### src/nim_params.svh
// Constants of the nibble core: opcode codes, reset values, output selects, carrier timing
`ifndef NIM_PARAMS_SVH
`define NIM_PARAMS_SVH

// Single-opcode group, selected by ir[4:0] while ir[7:5] is zero
`define NIM_OP_Y2A    5'h00
`define NIM_OP_A2Y    5'h01
`define NIM_OP_CLRA   5'h02
`define NIM_OP_STA    5'h03
`define NIM_OP_STAI   5'h04
`define NIM_OP_M2Y    5'h05
`define NIM_OP_M2A    5'h06
`define NIM_OP_XCH    5'h07
`define NIM_OP_RET    5'h08
`define NIM_OP_ADDM   5'h09
`define NIM_OP_SUBM   5'h0A
`define NIM_OP_INCM   5'h0B
`define NIM_OP_DECM   5'h0C
`define NIM_OP_INCA   5'h0D
`define NIM_OP_INCY   5'h0E
`define NIM_OP_DECA   5'h0F
`define NIM_OP_DECY   5'h10
`define NIM_OP_XORM   5'h11
`define NIM_OP_NEG    5'h12
`define NIM_OP_ALEM   5'h13
`define NIM_OP_MNZ    5'h14
`define NIM_OP_YNA    5'h15
`define NIM_OP_KNZ    5'h16
`define NIM_OP_RNZ    5'h17
`define NIM_OP_RDK    5'h18
`define NIM_OP_RDR    5'h19
`define NIM_OP_SETO   5'h1A
`define NIM_OP_CLRO   5'h1B
`define NIM_OP_WDC    5'h1C
`define NIM_OP_HALT   5'h1D
`define NIM_OP_PMY    5'h1E
`define NIM_OP_NOP    5'h1F

// Four-bit operand group, selected by ir[7:4]
`define NIM_F2_LDYI   4'h2
`define NIM_F2_STII   4'h3
`define NIM_F2_LDPB   4'h4
`define NIM_F2_ALEI   4'h5
`define NIM_F2_YNEI   4'h6
// Two-bit operand group: ir[7:4] fixed, ir[3:2] selects, ir[1:0] operand
`define NIM_F1_NIB    4'h7
`define NIM_F1_SETB   2'h0
`define NIM_F1_CLRB   2'h1
`define NIM_F1_TSTB   2'h2
`define NIM_F1_LDX    2'h3
// Six-bit address group: ir[6] is high for the call form
`define NIM_F3_CALL   1'h1

// Reset values
`define NIM_RST_PMODE 3'h0
`define NIM_RST_FLAG  1'h1
`define NIM_RST_R     4'hF

// Output selects carried in Y
`define NIM_Y_D_LAST  4'h7
`define NIM_Y_CARRIER 4'h8
`define NIM_Y_ALL_D   4'h9
`define NIM_Y_R_FIRST 4'hA
`define NIM_Y_R_LAST  4'hD
`define NIM_Y_ALL_R   4'hE
`define NIM_Y_ALL_DR  4'hF
`define NIM_Y_D8      4'h0
`define NIM_Y_D9      4'h1

// Carrier modes, period and high time in clock cycles
`define NIM_MODE_FIXED 3'h5
`define NIM_PER_12    4'hC
`define NIM_PER_8     4'h8
`define NIM_PER_11    4'hB
`define NIM_HI_6      4'h6
`define NIM_HI_4      4'h4
`define NIM_HI_3      4'h3
`define NIM_HI_2      4'h2

`endif

### src/nim_pkg.sv
// Types shared by the nibble core: phases, RAM request and the core state record
package nim_pkg;

  typedef enum logic [2:0] {
    PH_FETCH  = 3'h1,
    PH_DECODE = 3'h2,
    PH_EXEC   = 3'h4
  } nim_phase_type;

  typedef struct packed {
    logic       we;
    logic [4:0] addr;
    logic [3:0] wdata;
  } nim_ram_req_type;

  typedef struct packed {
    nim_phase_type   ph;
    logic [7:0]      ir;
    logic [5:0]      pc;
    logic [3:0]      pa;
    logic [3:0]      pb;
    logic [5:0]      ret_pc;
    logic [3:0]      ret_pa;
    logic [3:0]      acc;
    logic [3:0]      y;
    logic [1:0]      x;
    logic            flag;
    logic [2:0]      pmode;
    logic [9:0]      rom_addr;
    nim_ram_req_type ram;
    logic [9:0]      d_lat;
    logic [3:0]      r_lat;
    logic [3:0]      r_oe;
    logic            car_run;
    logic [3:0]      car_cnt;
    logic            car_pin;
    logic            wdc;
    logic            halt;
    logic [3:0]      k_s1;
    logic [3:0]      k_s2;
    logic [3:0]      r_s1;
    logic [3:0]      r_s2;
  } nim_core_type;

endpackage

### src/nim_alu.sv
// Four-bit adder with subtract by complement, carry out doubles as no-borrow
`timescale 1ns/1ps
module nim_alu (
  input  wire logic [3:0] a,
  input  wire logic [3:0] b,
  input  wire logic       sub,
  output logic      [3:0] res,
  output logic            cy
);

  logic [3:0] b_eff;
  logic [4:0] sum;

  // Subtraction is a plus inverted b plus one, so cy high means no borrow
  always_comb
  begin
    b_eff = sub ? ~b : b;
    sum   = {1'b0, a} + {1'b0, b_eff} + {4'h0, sub};
    res   = sum[3:0];
    cy    = sum[4];
  end

endmodule

### src/nim_core.sv
// Instruction decode and execute for the nibble core, with output latches and carrier
`timescale 1ns/1ps
`include "nim_params.svh"
// Functional notes
// RULE1 - Forty-three one-byte instructions, each split into opcode and operand.
// RULE2 - Unconditional class always sets the status flag.
// RULE3 - Add, increment memory and increment Y set the flag only on carry.
// RULE4 - Subtract and decrement instructions set the flag only without borrow.
// RULE5 - Bit test and less-or-equal compares set the flag when true.
// RULE6 - Not-equal compares set the flag only when operands differ.
// RULE7 - Negate sets the flag only when the result is zero.
// RULE8 - Copy Y into accumulator, Y unchanged.
// RULE9 - Copy accumulator into Y.
// RULE10 - Clear accumulator to zero unconditionally.
// RULE11 - Store accumulator to RAM at X page and Y address.
// RULE12 - Conditional jump loads page buffer and address only when flag is one.
// RULE13 - Conditional call saves return point and jumps only when flag is one.
// RULE14 - Watchdog clear restarts the watchdog counter from zero.
// RULE15 - Set and reset output pick their target from Y and X.
// RULE16 - X 0 or 1, Y 0 to 7: drive output D(Y) high or low.
// RULE17 - Y 8: start carrier toggling, fixed high in mode 5; reset stops low.
// RULE18 - Y 9 or F: all D outputs high or low; F also sets R pins.
// RULE19 - Y A to D: drive pin R(Y-A) high or low.
// RULE20 - Y E: drive all four R pins high or low.
// RULE21 - X 2 or 3: Y 0 drives D8, Y 1 drives D9.
// RULE22 - Jump with flag zero advances sequentially and sets flag to one.
// RULE23 - Store-and-advance writes accumulator to RAM then increments Y.
// RULE24 - Arithmetic gives four-bit results and updates the flag by class.
// RULE25 - Input reads K or R, pulse-mode load takes Y, no-op only advances.
module nim_core (
  input  wire logic                     mclk,
  input  wire logic                     srst,
  input  wire logic [7:0]               rom_data,
  input  wire logic [3:0]               ram_rdata,
  input  wire logic [3:0]               k_pins,
  input  wire logic [3:0]               r_in,
  output logic      [9:0]               rom_addr,
  output nim_pkg::nim_ram_req_type      ram_req,
  output logic      [9:0]               d_level,
  output logic      [3:0]               r_out,
  output logic      [3:0]               r_oe,
  output logic                          carrier_pulse_pin,
  output logic                          watchdog_clear,
  output logic                          stop_req,
  output logic                          status_flag
);

  localparam nim_pkg::nim_core_type CORE_RST = '{
    ph:      nim_pkg::PH_FETCH,
    pmode:   `NIM_RST_PMODE,
    flag:    `NIM_RST_FLAG,
    r_lat:   `NIM_RST_R,
    default: '0
  };

  nim_pkg::nim_core_type cur_ff;
  nim_pkg::nim_core_type nxt_core;
  logic [3:0]            alu_a;
  logic [3:0]            alu_b;
  logic                  alu_sub;
  logic [3:0]            alu_res;
  logic                  alu_cy;
  logic [9:0]            seq_addr;
  logic                  out_val;

  // Program counter steps within its page
  function automatic logic [9:0] next_seq(input logic [9:0] cur_addr);
    next_seq = {cur_addr[9:6], cur_addr[5:0] + 6'h01};
  endfunction

  // Carrier period per mode; fixed modes return a dummy period
  function automatic logic [3:0] car_period(input logic [2:0] mode);
    unique case (mode)
      3'h0, 3'h1, 3'h6: car_period = `NIM_PER_12;
      3'h2, 3'h3:       car_period = `NIM_PER_8;
      3'h4:             car_period = `NIM_PER_11;
      default:          car_period = `NIM_PER_12;
    endcase
  endfunction

  // Carrier high time per mode
  function automatic logic [3:0] car_high(input logic [2:0] mode);
    unique case (mode)
      3'h0:       car_high = `NIM_HI_6;
      3'h1, 3'h2: car_high = `NIM_HI_4;
      3'h3:       car_high = `NIM_HI_2;
      3'h4:       car_high = `NIM_HI_4;
      3'h6:       car_high = `NIM_HI_3;
      default:    car_high = `NIM_HI_6;
    endcase
  endfunction

  // Mode 5 and the unused code 7 give a steady level instead of pulses
  function automatic logic car_fixed(input logic [2:0] mode);
    car_fixed = (mode == `NIM_MODE_FIXED) || (mode == 3'h7);
  endfunction

  nim_alu u_alu (
    .a   (alu_a),
    .b   (alu_b),
    .sub (alu_sub),
    .res (alu_res),
    .cy  (alu_cy)
  );

  assign seq_addr = next_seq({cur_ff.pa, cur_ff.pc});
  assign out_val  = (cur_ff.ir[4:0] == `NIM_OP_SETO);

  // Operand steering for the shared adder
  always_comb
  begin
    alu_a   = cur_ff.acc;
    alu_b   = ram_rdata;
    alu_sub = 1'b0;
    if (cur_ff.ir[7:4] == `NIM_F2_ALEI)
    begin
      alu_a   = cur_ff.ir[3:0];
      alu_b   = cur_ff.acc;
      alu_sub = 1'b1;
    end
    else if (cur_ff.ir[7:5] == 3'h0)
    begin
      unique case (cur_ff.ir[4:0])
        `NIM_OP_SUBM, `NIM_OP_ALEM:
        begin
          alu_a   = ram_rdata;
          alu_b   = cur_ff.acc;
          alu_sub = 1'b1;
        end
        `NIM_OP_INCM, `NIM_OP_DECM:
        begin
          alu_a   = ram_rdata;
          alu_b   = 4'h1;
          alu_sub = (cur_ff.ir[4:0] == `NIM_OP_DECM);
        end
        `NIM_OP_INCA, `NIM_OP_DECA:
        begin
          alu_b   = 4'h1;
          alu_sub = (cur_ff.ir[4:0] == `NIM_OP_DECA);
        end
        `NIM_OP_INCY, `NIM_OP_DECY:
        begin
          alu_a   = cur_ff.y;
          alu_b   = 4'h1;
          alu_sub = (cur_ff.ir[4:0] == `NIM_OP_DECY);
        end
        `NIM_OP_NEG:
        begin
          alu_a   = 4'h0;
          alu_b   = cur_ff.acc;
          alu_sub = 1'b1;
        end
        default:
        begin
          alu_a   = cur_ff.acc;
          alu_b   = ram_rdata;
          alu_sub = 1'b0;
        end
      endcase
    end
  end

  // Next state: three phases per instruction, carrier and pin syncs run every cycle
  always_comb
  begin
    nxt_core        = cur_ff;
    nxt_core.wdc    = 1'b0;
    nxt_core.halt   = 1'b0;
    nxt_core.ram.we = 1'b0;
    nxt_core.k_s1   = k_pins;
    nxt_core.k_s2   = cur_ff.k_s1;
    nxt_core.r_s1   = r_in;
    nxt_core.r_s2   = cur_ff.r_s1;
    // Carrier divider; a mode change mid-pulse takes effect on the next cycle, count kept
    if (cur_ff.car_run && !car_fixed(cur_ff.pmode))
    begin
      if (cur_ff.car_cnt >= car_period(cur_ff.pmode) - 4'h1)
        nxt_core.car_cnt = 4'h0;
      else
        nxt_core.car_cnt = cur_ff.car_cnt + 4'h1;
      nxt_core.car_pin = (cur_ff.car_cnt < car_high(cur_ff.pmode)); // RULE17
    end
    else
    begin
      nxt_core.car_pin = cur_ff.car_run; // RULE17
    end
    unique case (cur_ff.ph)
      nim_pkg::PH_FETCH:
      begin
        // RAM address is frozen for the whole instruction, so a write lands at old Y
        nxt_core.ram.addr = {cur_ff.x[0], cur_ff.y}; // RULE11
        nxt_core.ph       = nim_pkg::PH_DECODE;
      end
      nim_pkg::PH_DECODE:
      begin
        nxt_core.ir = rom_data; // RULE1
        nxt_core.ph = nim_pkg::PH_EXEC;
      end
      nim_pkg::PH_EXEC:
      begin
        nxt_core.ph   = nim_pkg::PH_FETCH;
        nxt_core.pc   = seq_addr[5:0]; // RULE25
        nxt_core.pa   = seq_addr[9:6];
        nxt_core.flag = 1'b1; // RULE2
        if (cur_ff.ir[7])
        begin
          // Jump and call share the taken path
          if (cur_ff.flag)
          begin
            nxt_core.pa = cur_ff.pb; // RULE12
            nxt_core.pc = cur_ff.ir[5:0]; // RULE12
            if (cur_ff.ir[6] == `NIM_F3_CALL)
            begin
              nxt_core.ret_pc = seq_addr[5:0]; // RULE13
              nxt_core.ret_pa = seq_addr[9:6]; // RULE13
            end
          end
          // Not taken: sequential step and flag forced to one above // RULE22
        end
        else if (cur_ff.ir[7:4] == `NIM_F1_NIB)
        begin
          unique case (cur_ff.ir[3:2])
            `NIM_F1_SETB:
            begin
              nxt_core.ram.we    = 1'b1;
              nxt_core.ram.wdata = ram_rdata | (4'h1 << cur_ff.ir[1:0]);
            end
            `NIM_F1_CLRB:
            begin
              nxt_core.ram.we    = 1'b1;
              nxt_core.ram.wdata = ram_rdata & ~(4'h1 << cur_ff.ir[1:0]);
            end
            `NIM_F1_TSTB: nxt_core.flag = ram_rdata[cur_ff.ir[1:0]]; // RULE5
            `NIM_F1_LDX:  nxt_core.x = cur_ff.ir[1:0];
          endcase
        end
        else if (cur_ff.ir[7:5] != 3'h0)
        begin
          unique case (cur_ff.ir[7:4])
            `NIM_F2_LDYI: nxt_core.y = cur_ff.ir[3:0];
            `NIM_F2_STII:
            begin
              nxt_core.ram.we    = 1'b1;
              nxt_core.ram.wdata = cur_ff.ir[3:0];
              nxt_core.y         = cur_ff.y + 4'h1;
            end
            `NIM_F2_LDPB: nxt_core.pb = cur_ff.ir[3:0];
            `NIM_F2_ALEI: nxt_core.flag = alu_cy; // RULE5
            `NIM_F2_YNEI: nxt_core.flag = (cur_ff.y != cur_ff.ir[3:0]); // RULE6
            default:      nxt_core.flag = 1'b1;
          endcase
        end
        else
        begin
          unique case (cur_ff.ir[4:0])
            `NIM_OP_Y2A:  nxt_core.acc = cur_ff.y; // RULE8
            `NIM_OP_A2Y:  nxt_core.y = cur_ff.acc; // RULE9
            `NIM_OP_CLRA: nxt_core.acc = 4'h0; // RULE10
            `NIM_OP_STA, `NIM_OP_STAI:
            begin
              nxt_core.ram.we    = 1'b1; // RULE11
              nxt_core.ram.wdata = cur_ff.acc; // RULE11
              if (cur_ff.ir[4:0] == `NIM_OP_STAI)
                nxt_core.y = cur_ff.y + 4'h1; // RULE23
            end
            `NIM_OP_M2Y:  nxt_core.y = ram_rdata;
            `NIM_OP_M2A:  nxt_core.acc = ram_rdata;
            `NIM_OP_XCH:
            begin
              nxt_core.acc       = ram_rdata;
              nxt_core.ram.we    = 1'b1;
              nxt_core.ram.wdata = cur_ff.acc;
            end
            `NIM_OP_RET:
            begin
              nxt_core.pc = cur_ff.ret_pc;
              nxt_core.pa = cur_ff.ret_pa;
            end
            `NIM_OP_ADDM, `NIM_OP_INCM:
            begin
              nxt_core.acc  = alu_res; // RULE24
              nxt_core.flag = alu_cy; // RULE3
            end
            `NIM_OP_SUBM, `NIM_OP_DECM, `NIM_OP_DECA:
            begin
              nxt_core.acc  = alu_res; // RULE24
              nxt_core.flag = alu_cy; // RULE4
            end
            `NIM_OP_INCA: nxt_core.acc = alu_res; // RULE24
            `NIM_OP_INCY:
            begin
              nxt_core.y    = alu_res; // RULE24
              nxt_core.flag = alu_cy; // RULE3
            end
            `NIM_OP_DECY:
            begin
              nxt_core.y    = alu_res; // RULE24
              nxt_core.flag = alu_cy; // RULE4
            end
            `NIM_OP_XORM: nxt_core.acc = cur_ff.acc ^ ram_rdata; // RULE24
            `NIM_OP_NEG:
            begin
              nxt_core.acc  = alu_res; // RULE24
              nxt_core.flag = (alu_res == 4'h0); // RULE7
            end
            `NIM_OP_ALEM: nxt_core.flag = alu_cy; // RULE5
            `NIM_OP_MNZ:  nxt_core.flag = (ram_rdata != 4'h0); // RULE6
            `NIM_OP_YNA:  nxt_core.flag = (cur_ff.y != cur_ff.acc); // RULE6
            `NIM_OP_KNZ:  nxt_core.flag = (cur_ff.k_s2 != 4'h0); // RULE6
            `NIM_OP_RNZ:  nxt_core.flag = (cur_ff.r_s2 != 4'h0); // RULE6
            `NIM_OP_RDK:  nxt_core.acc = cur_ff.k_s2; // RULE25
            `NIM_OP_RDR:  nxt_core.acc = cur_ff.r_s2; // RULE25
            `NIM_OP_SETO, `NIM_OP_CLRO:
            begin
              // Target picked by X and Y // RULE15
              if (!cur_ff.x[1])
              begin
                if (cur_ff.y <= `NIM_Y_D_LAST)
                  nxt_core.d_lat[cur_ff.y[2:0]] = out_val; // RULE16
                else if (cur_ff.y == `NIM_Y_CARRIER)
                begin
                  nxt_core.car_run = out_val; // RULE17
                  nxt_core.car_cnt = 4'h0;
                end
                else if (cur_ff.y == `NIM_Y_ALL_D)
                  nxt_core.d_lat = {10{out_val}}; // RULE18
                else if (cur_ff.y <= `NIM_Y_R_LAST)
                  nxt_core.r_lat[cur_ff.y[1:0] - 2'h2] = out_val; // RULE19
                else if (cur_ff.y == `NIM_Y_ALL_R)
                  nxt_core.r_lat = {4{out_val}}; // RULE20
                else
                begin
                  nxt_core.d_lat = {10{out_val}}; // RULE18
                  if (out_val)
                    nxt_core.r_lat = 4'hF; // RULE18
                end
              end
              else if (cur_ff.y == `NIM_Y_D8)
                nxt_core.d_lat[8] = out_val; // RULE21
              else if (cur_ff.y == `NIM_Y_D9)
                nxt_core.d_lat[9] = out_val; // RULE21
            end
            `NIM_OP_WDC:  nxt_core.wdc = 1'b1; // RULE14
            `NIM_OP_HALT: nxt_core.halt = 1'b1;
            `NIM_OP_PMY:  nxt_core.pmode = cur_ff.y[2:0]; // RULE25
            `NIM_OP_NOP:  nxt_core.flag = 1'b1; // RULE25
          endcase
        end
        nxt_core.rom_addr = {nxt_core.pa, nxt_core.pc};
      end
    endcase
    // R pins are open drain: pull low for a zero, release for a one
    nxt_core.r_oe = ~nxt_core.r_lat;
  end

  // Single state register
  always_ff @(posedge mclk)
  begin
    if (srst)
      cur_ff <= CORE_RST;
    else
      cur_ff <= nxt_core;
  end

  assign rom_addr          = cur_ff.rom_addr;
  assign ram_req           = cur_ff.ram;
  assign d_level           = cur_ff.d_lat;
  assign r_out             = cur_ff.r_lat;
  assign r_oe              = cur_ff.r_oe;
  assign carrier_pulse_pin = cur_ff.car_pin;
  assign watchdog_clear    = cur_ff.wdc;
  assign stop_req          = cur_ff.halt;
  assign status_flag       = cur_ff.flag;

  logic ex_f0;
  logic [4:0] add_chk;
  assign ex_f0   = (cur_ff.ph == nim_pkg::PH_EXEC) && (cur_ff.ir[7:5] == 3'h0);
  assign add_chk = {1'b0, cur_ff.acc} + {1'b0, ram_rdata};
endmodule

### config.mk
export PLATFORM = sky130hd
export DESIGN_NAME = nim_core
export DESIGN_NICKNAME = d
export VERILOG_FILES = /design/src/nim_pkg.sv /design/src/nim_alu.sv /design/src/nim_core.sv
export VERILOG_INCLUDE_DIRS = /design/src
export SDC_FILE = /design/constraint.sdc
export NUM_CORES = 1
export LEC_CHECK = 0
export BUFFER_PORTS_ARGS = -buffer_cell sky130_fd_sc_hd__buf_2
export CAP_MARGIN = 20
export CELL_PAD_IN_SITES_DETAIL_PLACEMENT = 0
export CELL_PAD_IN_SITES_GLOBAL_PLACEMENT = 2
export CORE_ASPECT_RATIO = 1.2
export CORE_MARGIN = 4
export CORE_UTILIZATION = 24
export CTS_CLUSTER_SIZE = 24
export DETAILED_ROUTE_END_ITERATION = 16
export MAX_ROUTING_LAYER = met4
export PLACE_DENSITY_LB_ADDON = 0.1
export SYNTH_ARGS = -nofsm -noshare
export SYNTH_HDL_FRONTEND = slang
export SYNTH_SLANG_ARGS = --single-unit
export TNS_END_PERCENT = 1
### constraint.sdc
create_clock -name mclk -period 4.52 [get_ports mclk]
set_input_delay 0.452 -clock mclk [delete_from_list [all_inputs] [get_ports mclk]]
set_output_delay 0.452 -clock mclk [all_outputs]
set_load 0.02 [all_outputs]
* Yosys cells after proc, flatten, opt, wreduce, memory -nomap -nowiden
Index checks and enable logic that the tools add are counted.
** Storage, ports and cells
- Output and inout bits :: 42
- Register bits :: 111
- Word-level logic and storage cells :: 259
- Input bits :: 22
** Operators by class
- Multiplexer cells :: 87
- Equal/unequal tests :: 68
- Bitwise operators :: 12
- Add/sub/neg operators :: 7
- Reductions and logical operators :: 45
- Shift operators :: 1
- $lt $le $gt $ge :: 9
** Operator list (count)
- 4-bit 2-to-1 mux :: 37
- 10-bit 2-to-1 mux :: 8
- 5-bit == test, second input constant :: 15
- 5-bit by 4-bit == test with 1-bit output, second input constant :: 8
- 14-bit 2-to-1 mux :: 2
- 4-bit one-hot mux with 7 select lines :: 1
- 4-bit one-hot mux with 2 select lines :: 3
- 5-bit by 3-bit == test with 1-bit output, second input constant :: 4
- 5-bit AND reduction :: 4
- 1-bit 2-to-1 mux :: 19
- 3-bit one-hot mux with 3 select lines :: 2
- 9-bit AND reduction :: 2
- 4-bit by 3-bit == test with 1-bit output, second input constant :: 4
- 4-bit one-hot mux with 4 select lines :: 1
- 2-bit OR reduction :: 8
- 3-bit == test, second input constant :: 5
- 4-bit == test, second input constant :: 3
- 3-bit inequality test, second input constant :: 4
- 4-bit NOT :: 3
- 4-bit one-hot mux with 3 select lines :: 1
- 4-bit nonzero test :: 3
- 3-bit OR reduction :: 4
- 10-bit bitwise mux :: 1
- 5-bit by 2-bit == test with 1-bit output, second input constant :: 2
- 61 further kinds :: 85

* Longest topological paths before layout
- Depth after elaboration :: 17
- Mapped depth :: 17
- Depth with buffers taken out :: 15

* Modules after synthesis
Synthesis repeated with hierarchy kept, for this count alone.
** Unflattened totals
- Cell total of the unflattened synthesis :: 773
- Area, all modules :: 6317.3 um2
** Modules (own cells, without submodules)
- nim_core :: seq. area each 2021.9 um2, cells an instance 753, times used 1, area an instance 6130.9 um2
- nim_alu :: seq. area each 0.0 um2, cells an instance 20, times used 1, area an instance 186.4 um2

* Worst setup path before layout
OpenSTA, ideal clock, no wires.
- Path kind :: reg-to-reg
- Start :: register cur_ff[100] in the netlist's numbering
- End :: register cur_ff, in the netlist status_flag
- Arrival :: 3173 ps
- Path buffers :: 3
- Clock period less this slack :: 3289 ps
- Setup slack :: 1231 ps
- Required time :: 4404 ps
- Stages on the path, launching flop included :: 17
- Library setup time :: 116 ps
- Cells stage by stage :: dfxtp_1 buf_4 buf_1 buf_2 nor2_1 a31oi_1 nor2_1 a211oi_1 a21oi_1 fa_1 a21o_1 a21oi_1 a211oi_1 a211oi_1 o211ai_1 and2_0 a31o_1
** On the way
- Word-level cells in the longest chain between the ends :: 14
- Elaborated cells between the ends (all ways) :: 44
- Those cells by class :: 2 x add/sub; 15 x eq/ne; 18 x mux; 1 x bitwise; 8 x reduce/logical
** RTL lines
- start: declaration :: line nim_core.sv:56 : nim_pkg::nim_core_type cur_ff;
- start signal: assignment :: line nim_core.sv:362 : cur_ff <= nxt_core;
- 5-bit by 4-bit == test with 1-bit output, or another cell as far along :: line nim_core.sv:123, nim_core.sv:255
- 6-bit OR reduction (no line) or 3-bit OR reduction (tied branches)
- 4-bit one-hot mux with 2 select lines :: line nim_core.sv:123 : unique case (cur_ff.ir[4:0])
- 4-bit 2-to-1 mux :: line nim_core.sv:121 : else if (cur_ff.ir[7:5] == 3'h0)
- 4-bit 2-to-1 mux :: line nim_core.sv:115 : if (cur_ff.ir[7:4] == `NIM_F2_ALEI)
- 4-bit NOT :: line nim_alu.sv:17 : b_eff = sub ? ~b : b;
- 4-bit 2-to-1 mux :: line nim_alu.sv:17
- 4-bit by 4-bit adder with 5-bit output :: line nim_alu.sv:18 : sum = {1'b0, a} + {1'b0, b_eff} + {4'h0, sub};
- 5-bit by 1-bit adder with 5-bit output :: line nim_alu.sv:18
- 4-bit zero test :: line nim_core.sv:304 : nxt_core.flag = (alu_res == 4'h0);
- 1-bit one-hot mux with 6 select lines :: line nim_core.sv:255 : unique case (cur_ff.ir[4:0])
- 1-bit 2-to-1 mux :: line nim_core.sv:237 : else if (cur_ff.ir[7:5] != 3'h0)
- 1-bit 2-to-1 mux (*) :: line nim_core.sv:220 : else if (cur_ff.ir[7:4] == `NIM_F1_NIB)
- 4-bit 2-to-1 mux (*) :: line nim_core.sv:205 : if (cur_ff.ir[7])
Mark *: on every way between the ends. The rest lies on a longest branch, timed or not. The select of a mux whose other input is x is not followed.
A chain may end at the register's enable or synchronous reset.

* Worst setup path in the final report
- Start :: register cur_ff[101] in the netlist's numbering
- End :: register cur_ff, in the netlist status_flag
Same word-level chain as after synthesis.

==> metrics.txt <==
Total Die Area=~29,000 sq um; Yosys reg bits=a little over 100; hpwl dp=~17,000 um; Buffers on Ports=63; Pwr per Cell Area=285 nW/um^2; largest net degree at the start of global routing=66; post-placement cell count=~1,100; Slew Viols, Final=0; Power Total=about 2.0 mW; Max Root-Sink Buffers=2; Fin. Hold Viols=0; Yosys cell types=78; fin nets=830; post-CTS setup buffer count=0; most common cell in the synthesized netlist=nor2_1; vias=around 5,600; final-report setup violation count=0; MaxCap Viol Count=0; layout cell share with drive strength beyond 1=0.153; syn avg cell area=approximately 8.0 sq um; Async S/R FF share, synth=0; Critical Path RT=~4.8 ns; final setup margin=just under 0.6 ns; Max IR drop VDD=about 0.18 mV; number of synthesized flops with an enable pin=0; fillers=roughly 2,800; P&R area growth vs syn=10.8%; crit-path max FO=14; worst-margin pin slew=just over 0.9 ns; most numerous cell on the critical path=nor2_1; fmax=roughly 0.25 GHz; Final min period=~4 ns; global route total overflow=0; Root Buffer=clkbuf_16; post-synthesis cell count=about 800; status=complete, no violations; first-pass GRT wire length=about 35,000 um; vias per std cell=around 5.0; setup TNS=0 ns; Worst setup EP type=flip-flop; clk_skew=0.00905 ns; Final ANT Viol Nets=0; Initial Util=0.245; Die X-Extent=156 um; Hold/Removal Path Class=input port to flip-flop; Synth top area share=0.322; Top FF cell, synth=dfxtp_1; CP bufs+invs=0; Placer Congestion=about 0.88; Inserted Diodes=0; total CTS buffers=9; H-tree level count=3; Worst setup SP type=flip-flop; DR pass1 iterations=7; fin cells=1,127; Commonest cells post-synth=nor2_1, dfxtp_1, nand2_1; leading area contributor after synthesis=dfxtp_1; worst skew pair latency=approximately 0.37 ns; Final Cycle Share=0.870; core area=25,600 sq um; Clock Pin Slew Worst Setup and Hold Paths=roughly 0.08 ns; Hold Buf Count CTS=0; antenna violations before repair=0; Worst slew margin=0.393; Syn Std Cell Area=roughly 6300 sq um; Setup CP Type=flip-flop to flip-flop; arrival time at the worst endpoint=roughly 4.2 ns; TritonCTS clock tree=built; cell row count=between 60 and 70; Slowest-stage cell, CP=dfxtp_1; syn nets=a little over 800; CP top delay family=compound AO/OA/AOI/OAI gates; worst-path cell chain=nor2b_2, o21a_1, o21ai_2, a221oi_2, nor2_1, nor2_1, nor2_1, fa_1, a21o_1, a21oi_1, a211oi_1, a211oi_1, o211ai_1, and2_0, a31o_1; CTS resizes=0; DRT iter0 DRCs=between 300 and 400; boundary pin count=64; RSZ-0062 raised after global routing=false; leakage=between 2 and 3 nW; Routed WL=22,500 um; post-detailed-route DRC marker count=0; routed len/inst=approximately 20 um; Worst path max stage delay=0.60 ns; sequential fraction of the synthesis area=0.322; Synth area leaders=dfxtp_1, nor2_1, mux2i_1; vias in the first global route=5,690; Ys Warns=0; Clock Sinks=roughly 100; total track usage=0.161; die height=around 190 um; worst slack, placed=about 0.66 ns
-- power breakdown --
part	internal (mW)	switching, mW	total (mW)
Clock	0.446	0.368	0.814
Sequential	0.905	0.0174	0.922
Combinational	0.0896	0.161	0.250
Total	1.44	0.546	1.99
-- path summary, 6_finish.rpt --
kind	endpoint	cells past startpoint	startpoint	slack, ns
min reg2reg	cur_ff[9]	1	cur_ff[13]	0.44
max	status_flag	15	cur_ff[101]	0.59
min	cur_ff[15]	2	k_pins[3]	0.30
max reg2reg	status_flag	15	cur_ff[101]	0.59
-- cell type report --
| class | instances | area (sq um) | share of cell area |
|---|---|---|---|
| clock inverter | 3 | 45.0 | 0.00647 |
| sequential | 101 | 2020 | 0.290 |
| inverter | 10 | 37.5 | 0.00539 |
| clock buffer | 13 | 250 | 0.0359 |
| tap | 330 | 413 | 0.0593 |
| multi-input combinational | 584 | 3710 | 0.532 |
| timing repair buffer | 86 | 490 | 0.0704 |
-- per-layer routing --
| layer | part of all wire | routed length [um] | global-route usage | vias up |
|---|---|---|---|---|
| li1 | - | - | - | 2783 |
| met1 | 0.44 | 9990 | 0.192 | 2752 |
| met2 | 0.52 | 11700 | 0.286 | 93 |
| met3 | 0.026 | 595 | 0.0236 | 14 |
| met4 | 0.0094 | 212 | 0.0340 | 0 |
| met5 | 0 | 0 | - | - |
-- cells by family (layout without fill, tap and decap cells) --
family / count (synthesis) / after routing / share of synthesized area
DFF: 101 / 101 / 0.322
AOI/OAI and AO/OA: 192 / 192 / 0.207
adders and majority gates: 16 / 16 / 0.0330
and+or+nand+nor: 314 / 314 / 0.251
buffers and inverters: 106 / 112 / 0.0903
xor gates and xnor gates: 19 / 19 / 0.0265
muxes: 43 / 43 / 0.0706
-- flip-flops by register name (all words and copies together), names as in the netlist --
signal,count
cur_ff,68
d_level,10
ram_req,10
r_oe,4
r_out,4
carrier_pulse_pin,1
rom_addr,1
status_flag,1
stop_req,1
watchdog_clear,1
-- stage by stage --
step                hold WS [ns]  cell area (sq um)  utilization
floorplan                  0.414               6290            -
global placement           0.426               6670        0.260
detailed placement         0.429               6670        0.260
CTS                        0.283               6970        0.272
global route               0.295               6970        0.272
finish                     0.296               6970        0.272
-- cell usage in the layout (no fill, tap or decap), types with 24 or more instances in the layout --
cell type	instances
buf_4	24
nand2_1	47
nor3_1	24
mux2i_1	41
o21ai_0	34
buf_2	62
nor2b_1	32
dfxtp_1	101
nor2_1	117
a21oi_1	45
Power figures use the tool's default switching activity.
